--- src/smfs_defines.vh ---
// constants shared by the status monitor frame source
`ifndef SMFS_DEFINES_VH
`define SMFS_DEFINES_VH

// ----------------------------------------------------------------
// system clock
// ----------------------------------------------------------------
`define SMFS_CLK_PERIOD_NS  10
`define SMFS_CLK_KHZ        100000

// ----------------------------------------------------------------
// frame layout
// ----------------------------------------------------------------
`define SMFS_ADDR_W         4
`define SMFS_STAT_W         8
`define SMFS_FRAME_W        12
`define SMFS_LAST_ADDR      4
`define SMFS_BIT_CNT_W      4

// ----------------------------------------------------------------
// one-shot stretch time
// ----------------------------------------------------------------
`define SMFS_ONE_SHOT_NS    20000
`define SMFS_ONE_SHOT_W     12

// ----------------------------------------------------------------
// monitor rate selection and rates
// ----------------------------------------------------------------
`define SMFS_RATE_OFF       2'h0
`define SMFS_RATE_SLOW      2'h1
`define SMFS_RATE_MID       2'h2
`define SMFS_RATE_FAST      2'h3
`define SMFS_RATE_SLOW_KHZ  100
`define SMFS_RATE_MID_KHZ   1140
`define SMFS_RATE_FAST_KHZ  8000
`define SMFS_DIV_W          10

// ----------------------------------------------------------------
// fifo defaults
// ----------------------------------------------------------------
`define SMFS_FIFO_DEPTH     32
`define SMFS_FIFO_AW        5

`endif

--- src/smfs_fifo.v ---
// synchronous fifo holding assembled status frames
`timescale 1ns/1ps

module smfs_fifo #(
  parameter WIDTH = 12,
  parameter DEPTH = 32,
  parameter AW    = 5
) (
  // clock and reset
  input  wire             clk,
  input  wire             rst_n,
  // fill side
  input  wire             in_valid,
  output wire             in_ready,
  input  wire [WIDTH-1:0] in_data,
  // drain side
  output wire             out_valid,
  input  wire             out_ready,
  output wire [WIDTH-1:0] out_data
);

  reg [WIDTH-1:0] mem [0:DEPTH-1];
  reg [AW:0]      wr_q;
  reg [AW:0]      rd_q;
  reg [AW:0]      used_q;

  // honest flags from the occupancy count
  assign in_ready  = (used_q != DEPTH[AW:0]);
  assign out_valid = (used_q != {(AW+1){1'b0}});
  assign out_data  = mem[rd_q[AW-1:0]];

  wire push = in_valid & in_ready;
  wire pop  = out_valid & out_ready;

  // storage write, no reset needed on the array
  always @(posedge clk) begin
    if (push) begin
      mem[wr_q[AW-1:0]] <= in_data;
    end
  end

  // pointers wrap at the depth so non-power-of-two depths work
  always @(posedge clk or negedge rst_n) begin
    if (!rst_n) begin
      wr_q   <= {(AW+1){1'b0}};
      rd_q   <= {(AW+1){1'b0}};
      used_q <= {(AW+1){1'b0}};
    end else begin
      if (push) begin
        wr_q <= (wr_q == DEPTH[AW:0] - 1'b1) ? {(AW+1){1'b0}}
                                             : wr_q + 1'b1;
      end
      if (pop) begin
        rd_q <= (rd_q == DEPTH[AW:0] - 1'b1) ? {(AW+1){1'b0}}
                                             : rd_q + 1'b1;
      end
      if (push & ~pop) begin
        used_q <= used_q + 1'b1;
      end else if (pop & ~push) begin
        used_q <= used_q - 1'b1;
      end
    end
  end

endmodule // smfs_fifo

--- src/smfs_top.v ---
// status monitor frame source: builds and serialises status frames
// Operation
// - frame0 D7 correlation, D6 sync held
// - frame0 D4 fast mode, D3 hopping
// - frame0 D2 tx running, D1 idle
// - frame0 D0 sticky fault, D5 zero
// - frame1 D7..D5 rx, ack, error pulses
// - each pulse stretched to 20 us
// - frame1 D4 high during wakeup reception
// - frame1 D3..D1 last tx code, D0 zero
// - code bit 2 means relay reached
// - code low bits give destination outcome
// - frame2 D7 rx full, D6 rx nonempty
// - frame2 D5 tx full, D3 overrun, mode7
// - frame2 D4 high in mode 7
// - frame2 D2 tx nonempty, D1 D0 zero
// - frame3 D7 host out, D5 host in
// - frame3 D6 radio receive enabled
// - frame3 D4..D0 channel number 0..23
// - 12 bit frame, address then data, MSB first
// - frames 0 to 4, repeated forever
// - 2 bit rate, 00 off, clock halved
`timescale 1ns/1ps
`include "smfs_defines.vh"

module smfs_top #(
  parameter FIFO_DEPTH = `SMFS_FIFO_DEPTH,
  parameter FIFO_AW    = `SMFS_FIFO_AW
) (
  // clock and reset
  input  wire       sys_clk,
  input  wire       reset_n,
  // configuration
  input  wire [1:0] monitor_rate_setting,
  // link and sequencing status
  input  wire       correlation_seen,
  input  wire       frame_sync_found,
  input  wire       fast_link_mode_active,
  input  wire       channel_hop_in_progress,
  input  wire       tx_command_running,
  input  wire       radio_sequencer_idle,
  input  wire       system_fault_flag,
  // reception events, one cycle each, plus the wakeup level shown raw
  input  wire       rx_ok_pulse,
  input  wire       own_ack_ok_pulse,
  input  wire       rx_error_pulse,
  input  wire       wakeup_packet_seen,
  // transmit outcome, taken on its strobe
  input  wire       tx_outcome_valid,
  input  wire [2:0] tx_outcome_code,
  // buffer state
  input  wire       receive_store_full,
  input  wire       receive_store_nonempty,
  input  wire       send_store_full,
  input  wire       mode_seven_active,
  input  wire       send_store_overrun,
  input  wire       send_store_nonempty,
  // port enables, channel and top-level state
  input  wire       host_output_allowed,
  input  wire       radio_rx_allowed,
  input  wire       host_input_allowed,
  input  wire [4:0] current_channel_number,
  input  wire [4:0] top_level_state,
  // monitor pins
  output reg        status_data,
  output reg        status_clock,
  output reg        status_load
);

  // ----------------------------------------------------------------
  // derived timing
  // ----------------------------------------------------------------
  // least time, so round up; full-width results cut to size on purpose
  localparam SHOT_FULL =
    (`SMFS_ONE_SHOT_NS + `SMFS_CLK_PERIOD_NS - 1) / `SMFS_CLK_PERIOD_NS;
  localparam [`SMFS_ONE_SHOT_W-1:0] SHOT_CYC =
    SHOT_FULL[`SMFS_ONE_SHOT_W-1:0];
  // half-period ticks of the monitor clock, dividers rounded down
  localparam DIV_SLOW_FULL = `SMFS_CLK_KHZ / `SMFS_RATE_SLOW_KHZ;
  localparam [`SMFS_DIV_W-1:0] DIV_SLOW = DIV_SLOW_FULL[`SMFS_DIV_W-1:0];
  localparam DIV_MID_FULL = `SMFS_CLK_KHZ / `SMFS_RATE_MID_KHZ;
  localparam [`SMFS_DIV_W-1:0] DIV_MID = DIV_MID_FULL[`SMFS_DIV_W-1:0];
  localparam DIV_FAST_FULL = `SMFS_CLK_KHZ / `SMFS_RATE_FAST_KHZ;
  localparam [`SMFS_DIV_W-1:0] DIV_FAST = DIV_FAST_FULL[`SMFS_DIV_W-1:0];

  localparam [1:0] ST_IDLE  = 2'h0;
  localparam [1:0] ST_SHIFT = 2'h1;
  localparam [1:0] ST_LOAD  = 2'h2;

  // ----------------------------------------------------------------
  // reset release
  // ----------------------------------------------------------------
  reg  rst_meta_q;
  reg  rst_n_q;

  // assert at once, release two edges later
  always @(posedge sys_clk or negedge reset_n) begin
    if (!reset_n) begin
      rst_meta_q <= 1'b0;
      rst_n_q    <= 1'b0;
    end else begin
      rst_meta_q <= 1'b1;
      rst_n_q    <= rst_meta_q;
    end
  end

  // ----------------------------------------------------------------
  // held status bits
  // ----------------------------------------------------------------
  reg       sync_held_q;
  reg       fault_seen_q;
  reg [2:0] tx_code_q;

  // sync set wins over loss of correlation in the same cycle
  always @(posedge sys_clk or negedge rst_n_q) begin
    if (!rst_n_q) begin
      sync_held_q  <= 1'b0;
      fault_seen_q <= 1'b0;
      tx_code_q    <= 3'h0;
    end else begin
      if (frame_sync_found) begin
        sync_held_q <= 1'b1;
      end else if (!correlation_seen) begin
        sync_held_q <= 1'b0;
      end
      if (system_fault_flag) begin
        fault_seen_q <= 1'b1;
      end
      if (tx_outcome_valid) begin
        tx_code_q <= tx_outcome_code;
      end
    end
  end

  // ----------------------------------------------------------------
  // one-shot stretchers
  // ----------------------------------------------------------------
  wire [2:0] shot_in;
  wire [2:0] shot_out;

  assign shot_in = {rx_ok_pulse, own_ack_ok_pulse, rx_error_pulse};

  // a fresh event restarts its window rather than being lost
  genvar g;
  generate
    for (g = 0; g < 3; g = g + 1) begin : g_shot
      reg [`SMFS_ONE_SHOT_W-1:0] cnt_q;
      always @(posedge sys_clk or negedge rst_n_q) begin
        if (!rst_n_q) begin
          cnt_q <= {`SMFS_ONE_SHOT_W{1'b0}};
        end else if (shot_in[g]) begin
          cnt_q <= SHOT_CYC;
        end else if (cnt_q != {`SMFS_ONE_SHOT_W{1'b0}}) begin
          cnt_q <= cnt_q - 1'b1;
        end
      end
      assign shot_out[g] = (cnt_q != {`SMFS_ONE_SHOT_W{1'b0}});
    end
  endgenerate

  // ----------------------------------------------------------------
  // frame assembly
  // ----------------------------------------------------------------
  reg [`SMFS_STAT_W-1:0] stat_d;
  reg [`SMFS_ADDR_W-1:0] addr_q;

  // choose the status byte for the current frame address
  always @* begin
    case (addr_q)
      4'h0: begin
        stat_d = {correlation_seen,
                  sync_held_q,
                  1'b0,
                  fast_link_mode_active,
                  channel_hop_in_progress,
                  tx_command_running,
                  radio_sequencer_idle,
                  fault_seen_q};
      end
      4'h1: begin
        // code bit 2 relay reached, bits 1..0 destination outcome
        stat_d = {shot_out,
                  wakeup_packet_seen,
                  tx_code_q,
                  1'b0};
      end
      4'h2: begin
        stat_d = {receive_store_full,
                  receive_store_nonempty,
                  send_store_full & mode_seven_active,
                  mode_seven_active,
                  send_store_overrun & mode_seven_active,
                  send_store_nonempty,
                  2'h0};
      end
      4'h3: begin
        stat_d = {host_output_allowed,
                  radio_rx_allowed,
                  host_input_allowed,
                  current_channel_number};
      end
      4'h4: begin
        // reserved state field, shown raw for debug only
        stat_d = {3'h0, top_level_state};
      end
      default: begin
        stat_d = {`SMFS_STAT_W{1'b0}};
      end
    endcase
  end

  // ----------------------------------------------------------------
  // frame fifo
  // ----------------------------------------------------------------
  // deep fifo trades freshness for slack: a stalled drain leaves
  // frames up to one fifo depth old, so keep the depth small when
  // live status matters more than decoupling
  wire                    fifo_in_ready;
  wire                    fifo_out_valid;
  wire                    fifo_out_ready;
  wire [`SMFS_FRAME_W-1:0] fifo_out_data;

  smfs_fifo #(
    .WIDTH (`SMFS_FRAME_W),
    .DEPTH (FIFO_DEPTH),
    .AW    (FIFO_AW)
  ) u_fifo (
    .clk       (sys_clk),
    .rst_n     (rst_n_q),
    .in_valid  (rst_n_q),
    .in_ready  (fifo_in_ready),
    .in_data   ({addr_q, stat_d}),
    .out_valid (fifo_out_valid),
    .out_ready (fifo_out_ready),
    .out_data  (fifo_out_data)
  );

  // next address only advances once the fifo took the frame
  always @(posedge sys_clk or negedge rst_n_q) begin
    if (!rst_n_q) begin
      addr_q <= {`SMFS_ADDR_W{1'b0}};
    end else if (fifo_in_ready) begin
      if (addr_q == `SMFS_LAST_ADDR) begin
        addr_q <= {`SMFS_ADDR_W{1'b0}};
      end else begin
        addr_q <= addr_q + 1'b1;
      end
    end
  end

  // ----------------------------------------------------------------
  // monitor rate divider
  // ----------------------------------------------------------------
  reg [`SMFS_DIV_W-1:0] div_sel;
  reg [`SMFS_DIV_W-1:0] div_q;
  wire                  rate_on;
  wire                  tick;

  // rate setting picks the half-period length
  always @* begin
    case (monitor_rate_setting)
      `SMFS_RATE_SLOW: div_sel = DIV_SLOW;
      `SMFS_RATE_MID:  div_sel = DIV_MID;
      `SMFS_RATE_FAST: div_sel = DIV_FAST;
      default:         div_sel = {`SMFS_DIV_W{1'b0}};
    endcase
  end

  assign rate_on = (monitor_rate_setting != `SMFS_RATE_OFF);
  assign tick    = rate_on && (div_q == div_sel - 1'b1);

  // off setting holds the divider so no power goes into toggling
  always @(posedge sys_clk or negedge rst_n_q) begin
    if (!rst_n_q) begin
      div_q <= {`SMFS_DIV_W{1'b0}};
    end else if (!rate_on || tick) begin
      div_q <= {`SMFS_DIV_W{1'b0}};
    end else begin
      div_q <= div_q + 1'b1;
    end
  end

  // ----------------------------------------------------------------
  // serialiser
  // ----------------------------------------------------------------
  reg [1:0]                 state_q;
  reg                       phase_q;
  reg [`SMFS_BIT_CNT_W-1:0] bit_q;
  reg [`SMFS_FRAME_W-1:0]   shift_q;

  // a frame is taken only between frames, with the clock running
  assign fifo_out_ready = rate_on && (state_q == ST_IDLE);

  // two ticks per bit: clock low with new data, then clock high
  always @(posedge sys_clk or negedge rst_n_q) begin
    if (!rst_n_q) begin
      state_q      <= ST_IDLE;
      phase_q      <= 1'b0;
      bit_q        <= {`SMFS_BIT_CNT_W{1'b0}};
      shift_q      <= {`SMFS_FRAME_W{1'b0}};
      status_data  <= 1'b0;
      status_clock <= 1'b0;
      status_load  <= 1'b0;
    end else if (!rate_on) begin
      // switching off mid-frame abandons it with pins quiet
      state_q      <= ST_IDLE;
      phase_q      <= 1'b0;
      status_data  <= 1'b0;
      status_clock <= 1'b0;
      status_load  <= 1'b0;
    end else begin
      case (state_q)
        ST_IDLE: begin
          if (fifo_out_valid) begin
            shift_q <= fifo_out_data;
            bit_q   <= {`SMFS_BIT_CNT_W{1'b0}};
            phase_q <= 1'b0;
            state_q <= ST_SHIFT;
          end
        end
        ST_SHIFT: begin
          if (tick && !phase_q) begin
            status_clock <= 1'b0;
            status_data  <= shift_q[`SMFS_FRAME_W-1];
            phase_q      <= 1'b1;
          end else if (tick) begin
            status_clock <= 1'b1;
            phase_q      <= 1'b0;
            shift_q <= {shift_q[`SMFS_FRAME_W-2:0], 1'b0};
            if (bit_q == `SMFS_FRAME_W - 1) begin
              state_q <= ST_LOAD;
            end else begin
              bit_q <= bit_q + 1'b1;
            end
          end
        end
        ST_LOAD: begin
          // load rises after the last clock rise, one half period
          if (tick && !phase_q) begin
            status_clock <= 1'b0;
            status_load  <= 1'b1;
            phase_q      <= 1'b1;
          end else if (tick) begin
            status_load <= 1'b0;
            phase_q     <= 1'b0;
            state_q     <= ST_IDLE;
          end
        end
        default: begin
          state_q <= ST_IDLE;
        end
      endcase
    end
  end

endmodule // smfs_top

--- config.mk ---
export PLATFORM = sky130hd
export DESIGN_NAME = smfs_top
export DESIGN_NICKNAME = d
export VERILOG_FILES = /design/src/smfs_fifo.v /design/src/smfs_top.v
export VERILOG_INCLUDE_DIRS = /design/src
export SDC_FILE = /design/constraint.sdc
export NUM_CORES = 1
export LEC_CHECK = 0
export BUFFER_PORTS_ARGS = -buffer_cell sky130_fd_sc_hd__buf_2
export CAP_MARGIN = 0
export CELL_PAD_IN_SITES_DETAIL_PLACEMENT = 1
export CELL_PAD_IN_SITES_GLOBAL_PLACEMENT = 2
export CORE_MARGIN = 10
export CORE_UTILIZATION = 39
export CTS_CLUSTER_DIAMETER = 80
export DETAILED_ROUTE_END_ITERATION = 12
export GPL_ROUTABILITY_DRIVEN = 0
export PLACE_DENSITY_LB_ADDON = 0.1
export SYNTH_ARGS = -nofsm -noshare
export SYNTH_HDL_FRONTEND = slang
export SYNTH_SLANG_ARGS = --single-unit
--- constraint.sdc ---
create_clock -name sys_clk -period 5.2 [get_ports sys_clk]
set_input_delay 0.26 -clock sys_clk [delete_from_list [all_inputs] [get_ports sys_clk]]
set_output_delay 0.26 -clock sys_clk [all_outputs]
set_load 0.01 [all_outputs]
Word-level counts from Yosys, hierarchy flattened
Memory sizes are Yosys's and may differ from the RTL's.
Cells that the tools add are included.
{"block": "totals", "reg_bits": 97, "ramBits": 384, "wordCells": 150, "memories": 1}
{"block": "op_classes", "reduce_logical": 26, "bitwise": 8, "n_mux": 50, "n_addsub": 11, "eq_ne": 34}
{"memory": "u_fifo.mem", "depth": 32, "width": 12, "rd": 1, "rd_ports_with_merged_regs": 0, "write_ports": 1, "line_no": "smfs_fifo.v:22", "rtl": "reg [WIDTH-1:0] mem [0:DEPTH-1];"}
{"operator": "$mux 12", "n": 9}
{"operator": "$pmux 8 s5", "n": 1}
{"operator": "$reduce_bool 12->1", "n": 3}
{"operator": "$sub 12x1->12 const B", "n": 3}
{"operator": "$pmux 10 s3", "n": 1}
{"operator": "$mux 6", "n": 4}
{"operator": "$pmux 12 s2", "n": 1}
{"operator": "$mux 4", "n": 5}
{"operator": "$add 6x1->6 const B", "n": 3}
{"operator": "$ne 3x3->1 const B", "n": 6}
{"operator": "$mux 1", "n": 17}
{"operator": "$mux 2", "n": 7}
{"operator": "$eq 6x5->1 const B", "n": 2}
{"operator": "$reduce_and 6->1", "n": 2}
{"operator": "$reduce_bool 2->1", "n": 6}
{"operator": "$add 10x1->10 const B", "n": 1}
{"operator": "$eq 10x10->1", "n": 1}
{"operator": "$mux 10", "n": 1}
{"operator": "$ne 2x1->1 const B", "n": 5}
{"operator": "$sub 10x1->10 const B", "n": 1}
{"operator": "$add 4x1->4 const B", "n": 2}
{"operator": "$eq 4x2->1 const B", "n": 2}
{"operator": "$pmux 4 s2", "n": 1}
{"operator": "$and 1x1->1", "n": 6}
{"operator": "other kinds (25)", "n": 39}

Logic depth before layout (Yosys ltp)
{"block": "depth", "ltp_word": 9, "depth_mapped": 16, "mapped_depth_nobuf": 15}

Hierarchy
From an unflattened synthesis, not the netlist that was laid out.
{"block": "hier_totals", "hier_cells": 1215, "hier_area_um2": 20158.1}
{"mod": "smfs_fifo", "cells_per_inst": 787, "area_each_um2": 15788.9, "instances": 1}
{"mod": "smfs_top", "cells_per_inst": 428, "area_each_um2": 4369.2, "instances": 1}

Least setup slack after synthesis
Ideal clock, no wire load.
{"block": "synth_timing", "path_kind": "register to register", "startpoint": "register rst_n_q", "endpoint": "register u_fifo.used_q[5]", "slack_ns": 0.591, "arrival_time_ns": 4.478, "period_less_slack_ns": 4.609, "path_stages_with_launch": 12, "path_cell_list": "dfrtp_1 > nand2_1 > inv_2 > ha_1 > inv_1 > ha_1 > a21o_1 > a21oi_1 > o21bai_1 > mux2i_1 > o211ai_1 > xor2_1"}
{"block": "synth_between", "elab_chain_cells": 4, "word_cells_on_any_way": 6, "cone_classes": "mux: 1; bitwise: 4; reduce/logical: 1"}
{"element": "start, declared", "line_no": "smfs_top.v:94", "rtl": "reg rst_n_q;"}
{"element": "start signal, assigned", "line_no": "smfs_top.v:103", "rtl": "rst_n_q <= rst_meta_q;"}
{"element": "$and 1x1->1 (*)", "line_no": "smfs_fifo.v:32", "rtl": "wire push = in_valid & in_ready;"}
{"element": "via u_fifo.push", "line_no": "smfs_fifo.v:32"}
{"element": "$not 1->1", "line_no": "smfs_fifo.v:59", "rtl": "end else if (pop & ~push) begin"}
{"element": "$and 1x1->1", "line_no": "smfs_fifo.v:59"}
{"element": "$reduce_bool 2->1 (no source line)"}
{"element": "end signal, assigned", "line_no": "smfs_fifo.v:47", "rtl": "used_q <= {(AW+1){1'b0}};"}
{"element": "end signal, assigned", "line_no": "smfs_fifo.v:58", "rtl": "used_q <= used_q + 1'b1;"}
{"element": "end signal, assigned", "line_no": "smfs_fifo.v:60", "rtl": "used_q <= used_q - 1'b1;"}
{"element": "end, declared", "line_no": "smfs_fifo.v:25", "rtl": "reg [AW:0] used_q;"}
Mark *: on every way through the listed nets, which the timed path passes. The rest lies on a longest branch.
A chain may end at the register's enable or synchronous reset.

Worst setup path in the final report
{"block": "layout_timing", "startpoint": "register u_fifo.used_q[0]", "endpoint": "register u_fifo.used_q[5]"}
{"block": "layout_between", "elab_chain_cells": 5, "word_cells_on_any_way": 13, "cone_classes": "add/sub: 2; eq/ne: 1; mux: 2; bitwise: 6; reduce/logical: 2"}
{"element": "$ne 6x6->1 (*)", "line_no": "smfs_fifo.v:28", "rtl": "assign in_ready = (used_q != DEPTH[AW:0]);"}
{"element": "$and 1x1->1 (*)", "line_no": "smfs_fifo.v:32"}
{"element": "via u_fifo.push", "line_no": "smfs_fifo.v:32"}
{"element": "$not 1->1", "line_no": "smfs_fifo.v:59"}
{"element": "$and 1x1->1", "line_no": "smfs_fifo.v:59"}
{"element": "$reduce_bool 2->1 (no source line)"}
Mark *: on every way through the listed nets, which the timed path passes. The rest lies on a longest branch. The select of a mux whose other input is x is not followed.

==> flow_metrics.tcl <==
set metrics [dict create \
    io_pins 41 \
    synth.cell_area_sq_um 19900 \
    dp.cells 1895 \
    hold_ws_ns 0.297 \
    start_kind "flip-flop" \
    final_cell_mix "384 x edfxtp_1, 98 x mux4_2, 94 x dfrtp_1" \
    wl_per_cell_microns 23.8 \
    cts_made_buffers 53 \
    via_count 10800 \
    cts-resized-gates 0 \
    antenna_cells 0 \
    peakVddDrop_uv 295 \
    tightest_slew_ns 1.19 \
    die-width_microns 246 \
    drv_slew 0 \
    fin_crit_sh_pct 72.4 \
    r2r_start "u_fifo.used_q[0]$_DFFE_PN0P_" \
    grt_max_degree 56 \
    clock_sinks 481 \
    core_area_sq_um 50300 \
    async_flop_share_pct 20.2 \
    r2r_cells 13 \
    portBuffers 40 \
    final_util_pct 45.8 \
    setup_violations 0 \
    setup_tns_ns 0 \
    path_class "reg2reg" \
    yosysSeqAreaShare_pct 70.2 \
    grt_pass1_wl_microns 73100 \
    grt_pass1_vias 11500 \
    critPathCaptureType "flip-flop" \
    clk_latency_ns 0.61 \
    die_h_microns 246 \
    powerDensity_nw_per_um2 566 \
    nets 1357 \
    min_from "monitor_rate_setting[0]" \
    start_util_pct 39.5 \
    fin_skew_ns 0.0202 \
    critPathRequiredTime_ns 5.69 \
    whs_path_depth 4 \
    cts_hold_buf 14 \
    area_growth_pct 15.8 \
    hold_viol 0 \
    root_buffer "clkbuf_16" \
    synthCells 1178 \
    hold-path-endpoint "status_data$_DFFE_PN0P_" \
    grtUsageTotal_pct 16.0 \
    cp_max_fo 8 \
    tritoncts "done" \
    hpwl_microns 29300 \
    reg2reg_slack_ns 1.44 \
    cp.arrival_ns 4.25 \
    first_pass_iters 5 \
    synth-main-ff-cell "edfxtp_1" \
    synth_fp_nets 1243 \
    mostFrequentLayoutCell "edfxtp_1" \
    post-cts-setup-buffers 0 \
    grt_overflow 0 \
    finalNonFillerCells 2005 \
    hp-class "in2reg" \
    clockBufferDepth 3 \
    antenna_found_initial 0 \
    synth-seq-cells 481 \
    run_status "finished clean" \
    rsz0062_at_grt "no" \
    rows 82 \
    drtIter0Drc 729 \
    yosys_warnings 0 \
    syn_avg_cell_area_sq_um 16.9 \
    clkTransAtPathRegs_ns 0.06 \
    route.detailed.drc 0 \
    synth_edf_count 384 \
    wirelength_microns 47700 \
    yosysUniqueCellTypes 64 \
    vias_per_cell 5.39 \
    fin_crit_ns 3.76 \
    cap_violations 0 \
    ant_nets 0 \
    r2r_end "u_fifo.used_q[5]$_DFFE_PN0P_" \
    drive_gt1_share_pct 22.5 \
    timing.slew.headroom_pct 20.6 \
    p_leak_nw 7.90 \
    fmax_ghz 0.266 \
    h-tree-depth 2 \
    die_area_sq_um 60400 \
]
-- flip-flops by register name, summed over array words and instances (netlist names) --
name           flops
status_load        1
rst_meta_q         1
u_fifo.mem       384
shift_q           12
status_data        1
status_clock       1
u_fifo.rd_q        6
addr_q             4
state_q            2
fault_seen_q       1
bit_q              4
phase_q            1
sync_held_q        1
g_shot.cnt_q      36
rst_n_q            1
u_fifo.used_q      6
div_q             10
tx_code_q          3
u_fifo.wr_q        6
-- Yosys cell counts, drive strengths merged (19+ instances only) --
| cell type | n | share of area, % |
|---|---|---|
| edfxtp | 384 | 58 |
| mux4 | 98 | 11 |
| dfrtp | 97 | 12 |
| nor2 | 87 | 1.6 |
| nand2 | 60 | 1.1 |
| o21ai | 40 | 1.0 |
| clkbuf | 32 | 0.60 |
| a22oi | 28 | 1.1 |
| nor3 | 27 | 0.68 |
| ha | 26 | 1.6 |
| inv | 26 | 0.49 |
| a22o | 25 | 1.1 |
| buf | 21 | 0.55 |
| xnor2 | 20 | 0.88 |
| xor2 | 19 | 0.84 |
-- cell type report --
cell class | instances | area (sq um)
Sequential cell | 481 | 14000
Multi-Input combinational cell | 618 | 5610
Fill cell | 4881 | 27300
Timing Repair Buffer | 112 | 788
Clock buffer | 65 | 1370
Inverter | 26 | 97.6
Clock inverter | 31 | 335
Tap cell | 672 | 841
-- layer usage --
metal  vias to the layer above  wire [microns]  GRT usage, %
li1                       4882               -             -
met1                      5677           22400          22.7
met2                       192           22400          24.9
met3                        51            2000          2.77
met4                         0             857          4.52
met5                         -               0             0
-- worst max-delay path: stages, from the launching register on --
cell	delay, ns
dfrtp_1	0.44
or4_4	0.58
or3b_2	0.61
nand2_1	0.21
inv_2	0.10
ha_1	0.24
inv_1	0.17
ha_1	0.27
a21o_1	0.18
a21oi_1	0.25
o21bai_1	0.13
mux2i_1	0.17
o211ai_1	0.12
xor2_1	0.16
-- worst max path at each step --
stage | slack, ns | depth (start not counted) | end | start
after floorplan | 0.59 | 11 | u_fifo.used_q[5]$_DFFE_PN0P_ | rst_n_q$_DFF_PN0_
after global placement | 1.53 | 13 | u_fifo.used_q[5]$_DFFE_PN0P_ | u_fifo.used_q[0]$_DFFE_PN0P_
after detailed placement | 1.48 | 13 | u_fifo.used_q[5]$_DFFE_PN0P_ | u_fifo.used_q[0]$_DFFE_PN0P_
after CTS | 1.45 | 13 | u_fifo.used_q[5]$_DFFE_PN0P_ | u_fifo.used_q[0]$_DFFE_PN0P_
after global routing | 1.17 | 13 | u_fifo.used_q[5]$_DFFE_PN0P_ | u_fifo.used_q[0]$_DFFE_PN0P_
final | 1.44 | 13 | u_fifo.used_q[5]$_DFFE_PN0P_ | u_fifo.used_q[0]$_DFFE_PN0P_
-- kinds of logic after synthesis --
logic type,synth area share (%)
flops,70.2
simple gates,6.53
buf+inv,1.65
other cells,0.0189
compound gates,5.86
fa+ha+maj,1.74
mux,12.3
xor+xnor,1.72
-- power by group --
group          internal (mW)  switching, mW  total [mW]
logic                   1.50           2.25        3.75
clock network           2.18           1.55        3.72
registers               5.08          0.475        5.56
total                   8.76           4.28        13.0
-- metrics by stage --
| step | power (mW) | instance area, sq um | worst slack [ns] |
|---|---|---|---|
| finish | 13.0 | 23000 | 1.44 |
| detailed placement | 9.47 | 21200 | 1.48 |
| global placement | 9.40 | 21200 | 1.53 |
| CTS | 13.2 | 23000 | 1.45 |
| floorplan | 7.94 | 19900 | 0.591 |
| global route | 13.8 | 23000 | 1.17 |
Power figures use the tool's default switching activity.
